**config.mk**
```make
export PLATFORM = sky130hd
export DESIGN_NAME = trf_formatter
export DESIGN_NICKNAME = d
export VERILOG_FILES = /design/src/include/trf_pkg.sv /design/src/design/trf_formatter.sv
export VERILOG_INCLUDE_DIRS = /design/src /design/src/include
export SDC_FILE = /design/constraint.sdc
export NUM_CORES = 1
export LEC_CHECK = 0
export CORE_UTILIZATION = 45
export DETAILED_ROUTE_END_ITERATION = 10
export DONT_BUFFER_PORTS = 1
export GPL_ROUTABILITY_DRIVEN = 0
export PLACE_DENSITY_LB_ADDON = 0.05
export SLEW_MARGIN = 20
export SYNTH_ARGS = -nofsm -noshare
export SYNTH_HDL_FRONTEND = slang
export SYNTH_SLANG_ARGS = --single-unit
```
**constraint.sdc**
```tcl
create_clock -name clk -period 0.8 [get_ports clk]
set_input_delay 0.04 -clock clk [delete_from_list [all_inputs] [get_ports clk]]
set_output_delay 0.04 -clock clk [all_outputs]
set_load 0.02 [all_outputs]
```
**src/include/trf_cfg.svh**
```systemverilog
// Constants for the temperature result formatter.
// How it works
// - Results are 12 bits wide, one step being 0.0625 degrees.
// - Default range gives whole degrees as plain unsigned binary.
// - Default range clamps temperatures below zero to 00h.
// - Default range clamps temperatures above 127 degrees to 7Fh.
// - Configuration bit 2 high selects extended range, low selects default.
// - A range change applies from the next conversion; stored results stay.
// - Extended range adds an offset of 64 before storing.
// - Extended range covers minus 64 to 191 degrees as unsigned offset.
// - Each channel stores a high byte of degrees and a low byte fraction.
// - Fraction sits left justified in low byte bits 7..4, bits 3..0 zero.
`ifndef TRF_CFG_SVH
`define TRF_CFG_SVH
`define TRF_RAW_W      16
`define TRF_FRAC_W     4
`define TRF_RANGE_BIT  2
`define TRF_STD_MIN    16'sh0000
`define TRF_STD_MAX    16'sh07ff
`define TRF_OFFSET     16'sh0400
`define TRF_EXT_MAX    16'sh0fff
`define TRF_PAD        4'h0
`define TRF_BYTE_ZERO  8'h00
`define TRF_CODE_MSB   11
`define TRF_INT_LSB    4
`define TRF_FRAC_MSB   3
`define TRF_STD_HIGH   8'h7f
`define TRF_EXT_HIGH   8'hff
`define TRF_EXT_ADD    8'h40
`define TRF_FRAC_FULL  4'hf
`endif

```
**src/include/trf_pkg.sv**
```systemverilog
// Types shared by the temperature result formatter.
package trf_pkg;
    typedef enum logic {TRF_LOCAL, TRF_REMOTE} trf_chan_e;
    typedef struct packed {
        logic [7:0] high;
        logic [7:0] low;
    } trf_result_s;
endpackage

```
**src/design/trf_formatter.sv**
```systemverilog
// Formats finished temperature conversions into stored result bytes.
`timescale 1ns/1ps
`include "trf_cfg.svh"
module trf_formatter (
    input  wire logic                    clk,
    input  wire logic                    reset_n,
    input  wire logic                    convDone,
    input  wire trf_pkg::trf_chan_e      convChan,
    input  wire logic signed [15:0]      convRaw,
    input  wire logic [7:0]              configReg,
    output trf_pkg::trf_result_s         localResult,
    output trf_pkg::trf_result_s         remoteResult
);
    import trf_pkg::*;

    trf_result_s next_localResult;
    trf_result_s next_remoteResult;
    trf_result_s formatted;

    // Clamps a default-range value to zero through just under 128 degrees.
    function automatic logic signed [15:0] clampStd(input logic signed [15:0] raw);
        logic signed [15:0] v;
        v = raw;
        if (raw < `TRF_STD_MIN) begin
            v = `TRF_STD_MIN;
        end else if (raw > `TRF_STD_MAX) begin
            v = `TRF_STD_MAX;
        end
        return v;
    endfunction

    // Offsets and clamps an extended-range value.
    // The high limit is tested on the raw value first so that a wrapped sum is never used.
    function automatic logic signed [15:0] clampExt(input logic signed [15:0] raw);
        logic signed [15:0] v;
        v = raw + `TRF_OFFSET;
        if (raw > `TRF_EXT_MAX - `TRF_OFFSET) begin
            v = `TRF_EXT_MAX;
        end else if (v < `TRF_STD_MIN) begin
            v = `TRF_STD_MIN;
        end
        return v;
    endfunction

    // Packs a clamped code into the high and low result bytes.
    function automatic trf_result_s packCode(input logic signed [15:0] v);
        trf_result_s res;
        res.high = v[`TRF_CODE_MSB:`TRF_INT_LSB];
        res.low  = {v[`TRF_FRAC_MSB:0], `TRF_PAD};
        return res;
    endfunction

    // Formats a signed value in sixteenths of a degree for the selected range.
    function automatic trf_result_s formatRaw(input logic signed [15:0] raw,
                                              input logic ext);
        trf_result_s res;
        if (ext) begin
            res = packCode(clampExt(raw));
        end else begin
            res = packCode(clampStd(raw));
        end
        return res;
    endfunction

    always_comb begin
        // Range bit is sampled only when a conversion completes.
        formatted         = formatRaw(convRaw, configReg[`TRF_RANGE_BIT]);
        next_localResult  = localResult;
        next_remoteResult = remoteResult;
        if (convDone) begin
            if (convChan == TRF_LOCAL) begin
                next_localResult = formatted;
            end else begin
                next_remoteResult = formatted;
            end
        end
    end

    always_ff @(posedge clk or negedge reset_n) begin
        if (!reset_n) begin
            localResult  <= '{high: `TRF_BYTE_ZERO, low: `TRF_BYTE_ZERO};
            remoteResult <= '{high: `TRF_BYTE_ZERO, low: `TRF_BYTE_ZERO};
        end else begin
            localResult  <= next_localResult;
            remoteResult <= next_remoteResult;
        end
    end

    local_store_a: assert property (@(posedge clk) disable iff (!reset_n)
        convDone && convChan == TRF_LOCAL
        |=> localResult == $past(formatted))
        else $error("Local result not stored.");

    remote_store_a: assert property (@(posedge clk) disable iff (!reset_n)
        convDone && convChan == TRF_REMOTE
        |=> remoteResult == $past(formatted))
        else $error("Remote result not stored.");

    hold_result_a: assert property (@(posedge clk) disable iff (!reset_n)
        !convDone
        |=> $stable(localResult) && $stable(remoteResult))
        else $error("Result changed without conversion.");

    local_kept_a: assert property (@(posedge clk) disable iff (!reset_n)
        convDone && convChan == TRF_REMOTE
        |=> $stable(localResult))
        else $error("Local result changed on remote conversion.");

    remote_kept_a: assert property (@(posedge clk) disable iff (!reset_n)
        convDone && convChan == TRF_LOCAL
        |=> $stable(remoteResult))
        else $error("Remote result changed on local conversion.");

    low_pad_a: assert property (@(posedge clk) disable iff (!reset_n)
        localResult.low[`TRF_FRAC_MSB:0] == `TRF_PAD
        && remoteResult.low[`TRF_FRAC_MSB:0] == `TRF_PAD)
        else $error("Low byte padding not zero.");

    std_neg_a: assert property (@(posedge clk) disable iff (!reset_n)
        convDone && convChan == TRF_REMOTE && !configReg[`TRF_RANGE_BIT]
        && convRaw < `TRF_STD_MIN
        |=> remoteResult.high == `TRF_BYTE_ZERO && remoteResult.low == `TRF_BYTE_ZERO)
        else $error("Remote negative not clamped to zero.");

    local_neg_a: assert property (@(posedge clk) disable iff (!reset_n)
        convDone && convChan == TRF_LOCAL && !configReg[`TRF_RANGE_BIT]
        && convRaw < `TRF_STD_MIN
        |=> localResult.high == `TRF_BYTE_ZERO && localResult.low == `TRF_BYTE_ZERO)
        else $error("Local negative not clamped to zero.");

    std_high_a: assert property (@(posedge clk) disable iff (!reset_n)
        convDone && convChan == TRF_REMOTE && !configReg[`TRF_RANGE_BIT]
        && convRaw > `TRF_STD_MAX
        |=> remoteResult.high == `TRF_STD_HIGH && remoteResult.low == {`TRF_FRAC_FULL, `TRF_PAD})
        else $error("Remote high not clamped to 127.");

    local_high_a: assert property (@(posedge clk) disable iff (!reset_n)
        convDone && convChan == TRF_LOCAL && !configReg[`TRF_RANGE_BIT]
        && convRaw > `TRF_STD_MAX
        |=> localResult.high == `TRF_STD_HIGH && localResult.low == {`TRF_FRAC_FULL, `TRF_PAD})
        else $error("Local high not clamped to 127.");

    std_top_a: assert property (@(posedge clk) disable iff (!reset_n)
        convDone && convChan == TRF_REMOTE && !configReg[`TRF_RANGE_BIT]
        && convRaw == `TRF_STD_MAX
        |=> remoteResult.high == `TRF_STD_HIGH && remoteResult.low == {`TRF_FRAC_FULL, `TRF_PAD})
        else $error("Remote top of default range not kept.");

    std_ceiling_a: assert property (@(posedge clk) disable iff (!reset_n)
        convDone && convChan == TRF_LOCAL && !configReg[`TRF_RANGE_BIT]
        |=> localResult.high <= `TRF_STD_HIGH)
        else $error("Local default result above 127.");

    remote_ceiling_a: assert property (@(posedge clk) disable iff (!reset_n)
        convDone && convChan == TRF_REMOTE && !configReg[`TRF_RANGE_BIT]
        |=> remoteResult.high <= `TRF_STD_HIGH)
        else $error("Remote default result above 127.");

    std_binary_a: assert property (@(posedge clk) disable iff (!reset_n)
        convDone && convChan == TRF_LOCAL && !configReg[`TRF_RANGE_BIT]
        && convRaw >= `TRF_STD_MIN && convRaw <= `TRF_STD_MAX
        |=> localResult.high == $past(convRaw[`TRF_CODE_MSB:`TRF_INT_LSB]))
        else $error("Local default range not plain binary.");

    remote_binary_a: assert property (@(posedge clk) disable iff (!reset_n)
        convDone && convChan == TRF_REMOTE && !configReg[`TRF_RANGE_BIT]
        && convRaw >= `TRF_STD_MIN && convRaw <= `TRF_STD_MAX
        |=> remoteResult.high == $past(convRaw[`TRF_CODE_MSB:`TRF_INT_LSB]))
        else $error("Remote default range not plain binary.");

    std_frac_a: assert property (@(posedge clk) disable iff (!reset_n)
        convDone && convChan == TRF_LOCAL && !configReg[`TRF_RANGE_BIT]
        && convRaw >= `TRF_STD_MIN && convRaw <= `TRF_STD_MAX
        |=> localResult.low == {$past(convRaw[`TRF_FRAC_MSB:0]), `TRF_PAD})
        else $error("Local fraction not left justified.");

    remote_frac_a: assert property (@(posedge clk) disable iff (!reset_n)
        convDone && convChan == TRF_REMOTE && !configReg[`TRF_RANGE_BIT]
        && convRaw >= `TRF_STD_MIN && convRaw <= `TRF_STD_MAX
        |=> remoteResult.low == {$past(convRaw[`TRF_FRAC_MSB:0]), `TRF_PAD})
        else $error("Remote fraction not left justified.");

    ext_offset_a: assert property (@(posedge clk) disable iff (!reset_n)
        convDone && convChan == TRF_LOCAL && configReg[`TRF_RANGE_BIT]
        && convRaw >= -`TRF_OFFSET && convRaw <= `TRF_EXT_MAX - `TRF_OFFSET
        |=> localResult.high == 8'($past(convRaw[`TRF_CODE_MSB:`TRF_INT_LSB]) + `TRF_EXT_ADD)
        && localResult.low == {$past(convRaw[`TRF_FRAC_MSB:0]), `TRF_PAD})
        else $error("Local extended offset wrong.");

    remote_offset_a: assert property (@(posedge clk) disable iff (!reset_n)
        convDone && convChan == TRF_REMOTE && configReg[`TRF_RANGE_BIT]
        && convRaw >= -`TRF_OFFSET && convRaw <= `TRF_EXT_MAX - `TRF_OFFSET
        |=> remoteResult.high == 8'($past(convRaw[`TRF_CODE_MSB:`TRF_INT_LSB]) + `TRF_EXT_ADD)
        && remoteResult.low == {$past(convRaw[`TRF_FRAC_MSB:0]), `TRF_PAD})
        else $error("Remote extended offset wrong.");

    ext_zero_a: assert property (@(posedge clk) disable iff (!reset_n)
        convDone && convChan == TRF_LOCAL && configReg[`TRF_RANGE_BIT]
        && convRaw == `TRF_STD_MIN
        |=> localResult.high == `TRF_EXT_ADD && localResult.low == `TRF_BYTE_ZERO)
        else $error("Extended zero degrees not stored as the offset.");

    ext_clamp_a: assert property (@(posedge clk) disable iff (!reset_n)
        convDone && convChan == TRF_LOCAL && configReg[`TRF_RANGE_BIT]
        && convRaw > `TRF_EXT_MAX - `TRF_OFFSET
        |=> localResult.high == `TRF_EXT_HIGH && localResult.low == {`TRF_FRAC_FULL, `TRF_PAD})
        else $error("Local extended high clamp wrong.");

    remote_clamp_a: assert property (@(posedge clk) disable iff (!reset_n)
        convDone && convChan == TRF_REMOTE && configReg[`TRF_RANGE_BIT]
        && convRaw > `TRF_EXT_MAX - `TRF_OFFSET
        |=> remoteResult.high == `TRF_EXT_HIGH && remoteResult.low == {`TRF_FRAC_FULL, `TRF_PAD})
        else $error("Remote extended high clamp wrong.");

    ext_floor_a: assert property (@(posedge clk) disable iff (!reset_n)
        convDone && convChan == TRF_LOCAL && configReg[`TRF_RANGE_BIT]
        && convRaw < -`TRF_OFFSET
        |=> localResult.high == `TRF_BYTE_ZERO && localResult.low == `TRF_BYTE_ZERO)
        else $error("Local extended low clamp wrong.");

    remote_floor_a: assert property (@(posedge clk) disable iff (!reset_n)
        convDone && convChan == TRF_REMOTE && configReg[`TRF_RANGE_BIT]
        && convRaw < -`TRF_OFFSET
        |=> remoteResult.high == `TRF_BYTE_ZERO && remoteResult.low == `TRF_BYTE_ZERO)
        else $error("Remote extended low clamp wrong.");
endmodule

```
# Word-level counts from Yosys, hierarchy flattened
# Index checks and enable logic that the tools add are counted.
[word_totals]
output_inout_bits = 32
in_bits = 28
elab_cells = 17
ff_bits = 32
[classes]
bitwise = 1
add_sub_neg = 1
magnitude_cmp = 4
mux = 5
reduce_logical = 2
[ops]
columns = ["cell", "count"]
rows = [
  ["two-way mux 12 bit", 4],
  ["less-than comparator 16 x 1 -> 1 bit (second input constant)", 2],
  ["adder 16 x 12 -> 16 bit (second input constant)", 1],
  ["greater-than comparator 16 x 12 -> 1 bit (second input constant)", 1],
  ["greater-than comparator 16 x 13 -> 1 bit (second input constant)", 1],
  ["two-way mux 16 bit", 1],
  ["AND reduction 2 bit", 2],
  ["inverter 1 bit", 1],
]

# Logic depth before layout (Yosys ltp)
[depth]
word_depth = 5
depth_mapped = 7
ltp_nobuf = 7

# Worst setup path before layout
# Ideal clock, no wire load.
[synth_path]
path_type = "in2reg"
startpoint = "in convRaw[10]"
endpoint = "reg localResult[10] in the netlist's numbering"
arrival_time_ps = 1317
setup_ps = 126
t_required_ps = 674
path_buffers = 0
setup_slack_ps = -643
cell_stages = 7
path_cell_list = "inv_1 -> ha_1 -> inv_1 -> o41a_1 -> nor3_4 -> nor3b_4 -> a221o_1"
[synth_via]
elab_chain_len = 5
elab_cells_between_ends = 10
cone_classes = "1 x add/sub; 4 x order compare; 5 x mux"
[synth_rtl]
columns = ["item", "line_no", "text"]
rows = [
  ["from (decl)", "trf_formatter.sv:9", "input wire logic signed [15:0] convRaw,"],
  ["adder 16 x 12 -> 16 bit (no source line)", "n/a", ""],
  ["less-than comparator 16 x 1 -> 1 bit (no source line)", "n/a", ""],
  ["two-way mux 12 bit", "trf_formatter.sv:39", "end else if (v < `TRF_STD_MIN) begin"],
  ["two-way mux 12 bit", "trf_formatter.sv:37", "if (raw > `TRF_EXT_MAX - `TRF_OFFSET) begin"],
  ["two-way mux 16 bit *", "trf_formatter.sv:57", "if (ext) begin"],
  ["to (signal assigned)", "trf_formatter.sv:81", "localResult <= '{high: `TRF_BYTE_ZERO, low: `TRF_BYTE_ZERO};"],
  ["to (signal assigned)", "trf_formatter.sv:84", "localResult <= next_localResult;"],
  ["to (decl)", "trf_formatter.sv:11", "output trf_pkg::trf_result_s localResult,"],
]
# Mark *: on every way between the ends. The rest lies on a longest branch, timed or not.
# A chain may end at the register's enable or synchronous reset.

# Worst setup path in the final report
[layout_path]
startpoint = "in convRaw[2]"
endpoint = "reg localResult[11] in the netlist's numbering"
# The elaborated chain is that of the path after synthesis.

==> reports/metrics.cfg <==
[layout]
stdcell_area_um2 = 1850
final_cell_mix = 28 x buf_6, 24 x dfrtp_1, 20 x a221o_1
final_common_cell = buf_6
syn_to_final_growth_pct = 55.4
fillers = 178
final_nets = 191
drive_gt1_share_pct = 40.3
antenna_cells = 0

[global_routing]
grt_pass1_vias = 1105
grt_use_met1_pct = 29.1
gr-total-overflow = 0
use_met3_pct = 4.02
gr-max-usage-layer = met2
grt_usage_pct = 24.1
grt_max_degree = 25
grt_pass1_wl_mm = 4.93
use_met2_pct = 42.7
antenna_found_initial = 0

[logic_synthesis]
yosys.area.top_type_share_pct = 50.4
ys_top_cells_by_area = dfrtp_1 50%, a221o_1 17%, buf_4 5.0%, ha_1 3.1%, nor3b_4 3.1%
synth_xor_area_share_pct = 0
ys_types = 26
yosys.area.top_type = dfrtp_1
synth_fa_ha_area_share_pct = 3.15
synth_compound_area_share_pct = 25.2
synthSimpleGateAreaFrac_pct = 12.8
ys_ff_latch = 24
yosysWarnings = 0
syn-cell-area_um2 = 1190
synth.avg_cell_area_um2 = 11.8
muxShareOfSynthArea_pct = 0
syn_inst = 101
synth_top_family_by_area = compound AO/OA/AOI/OAI gates
ys_seq_area_share_pct = 50.4

[floorplan]
rows = 18
die_x_um = 53.5
ios = 60
coreArea_um2 = 2500
die-area_um2 = 2860
chipHeight_um = 53.5
start_util_pct = 47.7

[run_status]
violations = setup timing
status = finished, violations left

[timing]
hold_viol_final = 0
rsz0062_at_grt = true
finalSetupViolCount = 48
fin_crit_ns = 1.16
period_share_pct = 145
max_freq_ghz = 0.865
finClkSkew_ns = 0
worst_pin_slew_ns = 0.517
drv_slew = 0
layout_setup_ws_ns = -0.356
holdWs_ns = 0.0494
slew_headroom_pct = 65.5

[critical_path]
crit_start = convRaw[2]
cp-end-kind = flip-flop
rrSetupSlack_ns = -0.17
cp_max_fo = 10
cp_top_family = compound AO/OA/AOI/OAI gates
worstPathCellList = nand4_1 > o41a_1 > nor3_4 > nor3b_4 > a221o_1
cp.arrival_ns = 1.35
timing.rr.start = localResult[13]
crit_type = primary input to flip-flop
crit_path_top_delay_cell = o41a_1
startpoint_type = primary input
r2r.worst_path.cells = 2
r2r-end = localResult[13]
cp.required_ns = 0.99
worst-path-buf-inv = 0
cpPeakStageDelay_ns = 0.47

[worst_hold_path]
hold_path.class = primary input to flip-flop
whs_path_depth = 3
hold_end = localResult[15]
hp-start = convRaw[15]

[power_and_ir_drop]
p_leak_uw = 0.000864
ir_drop_mv = 1.40
pwr_density_cell_nw_per_um2 = 1830

[clock_tree]
clkTransAtPathRegs_ns = 0.14
clockBufferDepth = 2
clock_latency_ns = 0.31
cts_made_buffers = 3
clkSinkCount = 24
cts_tree = yes
cts.htree.levels = 1
cts_root_buffer = clkbuf_4

[routing]
routedWlPerCell_um = 16.5
wirelength_mm = 3.11
first_pass_iters = 4
vias_per_cell = 5.68
ant_nets = 0
drc = 0
dr.first_iter.drc_count = 28
num_vias = 1074

[place]
dp_hpwl_mm = 2.09
port_buffers = 0
dpl_cell_area_um2 = 1490

[job]
cap_viol_max_count = 0

[per-stage QoR]
stage          power [uW]  util (%)  setup slack, ns  std cells  TNS (ns)
3_3_place_gp         2450      59.6           -0.672        164    -15.43
2_1_floorplan        2070         -           -0.614        108    -13.73
5_1_grt              3540      74.1           -0.400        189    -12.48
6_report             3390      74.1           -0.356        189    -10.42
3_5_place_dp         2470      59.6           -0.742        164    -16.76
4_1_cts              3360      72.6           -0.354        184    -16.58
[cells in the mapped netlist]
library cell and instances:
dfrtp_1 24, a221o_1 20, buf_4 8, nand2_1 6
clkbuf_1 5, inv_1 5, ha_1 3, nand4_1 3
nor3_1 3, o21ai_0 3, o31ai_1 3, nor2b_1 2
nor3b_4 2, o41ai_1 2, a21o_2 1, a31o_2 1
a41oi_1 1, conb_1 1, nand2b_1 1, nand3_1 1
nor2_1 1, nor3_4 1, o21bai_1 1, o41a_1 1
or3_1 1, or3b_2 1
[cell families after synthesis]
kind of cell	count (synthesis)
fa+ha+maj	3
simple gates	22
other cells	1
compound gates	33
buf+inv	18
flops	24
[cell type report]
class | count | area (um2) | share of cell area [%]
Inverter | 5 | 18.8 | 1.01
Timing Repair Buffer | 60 | 598 | 32.3
Sequential cell | 24 | 601 | 32.4
Clock buffer | 4 | 36.3 | 1.96
Multi-Input combinational cell | 66 | 562 | 30.3
Tap cell | 30 | 37.5 | 2.03
[power breakdown]
part           leakage, uW  internal, uW  switching [uW]
Clock            0.0000210           278             350
Sequential        0.000299          1390             142
Combinational     0.000544           676             552
[registers in the layout, indices dropped and copies added (netlist names)]
| name | cells |
|---|---|
| remoteResult | 12 |
| localResult | 12 |
[how the worst max path moves through the flow]
stage / end / slack (ns) / cells past startpoint
final: localResult[11] / -0.36 / 5
after global routing: remoteResult[8] / -0.40 / 5
after CTS: remoteResult[13] / -0.35 / 5
after detailed placement: remoteResult[13] / -0.74 / 7
after global placement: localResult[13] / -0.67 / 5
after floorplan: localResult[10] / -0.61 / 5
[worst register-to-register path, cell delays in order, from the launching register on]
cell and delay [ns]:
dfrtp_1 0.43, buf_4 0.14, a221o_1 0.30
[layer usage]
layer | vias up | routed length, um
met5 | - | 0
met4 | 0 | 21
li1 | 498 | -
met3 | 2 | 182
met1 | 528 | 1270
met2 | 46 | 1640
[timing repair]
action | 4_1_cts | 5_1_grt
endpoints found under the setup margin | 48 | 48
endpoints found under the hold margin | 48 | 26
pin swaps | 4 | 1
resized for setup | 35 | 0
hold buffers | 12 | 2
setup buffers | 4 | 3
No activity file was read; power rests on OpenSTA's default activity.
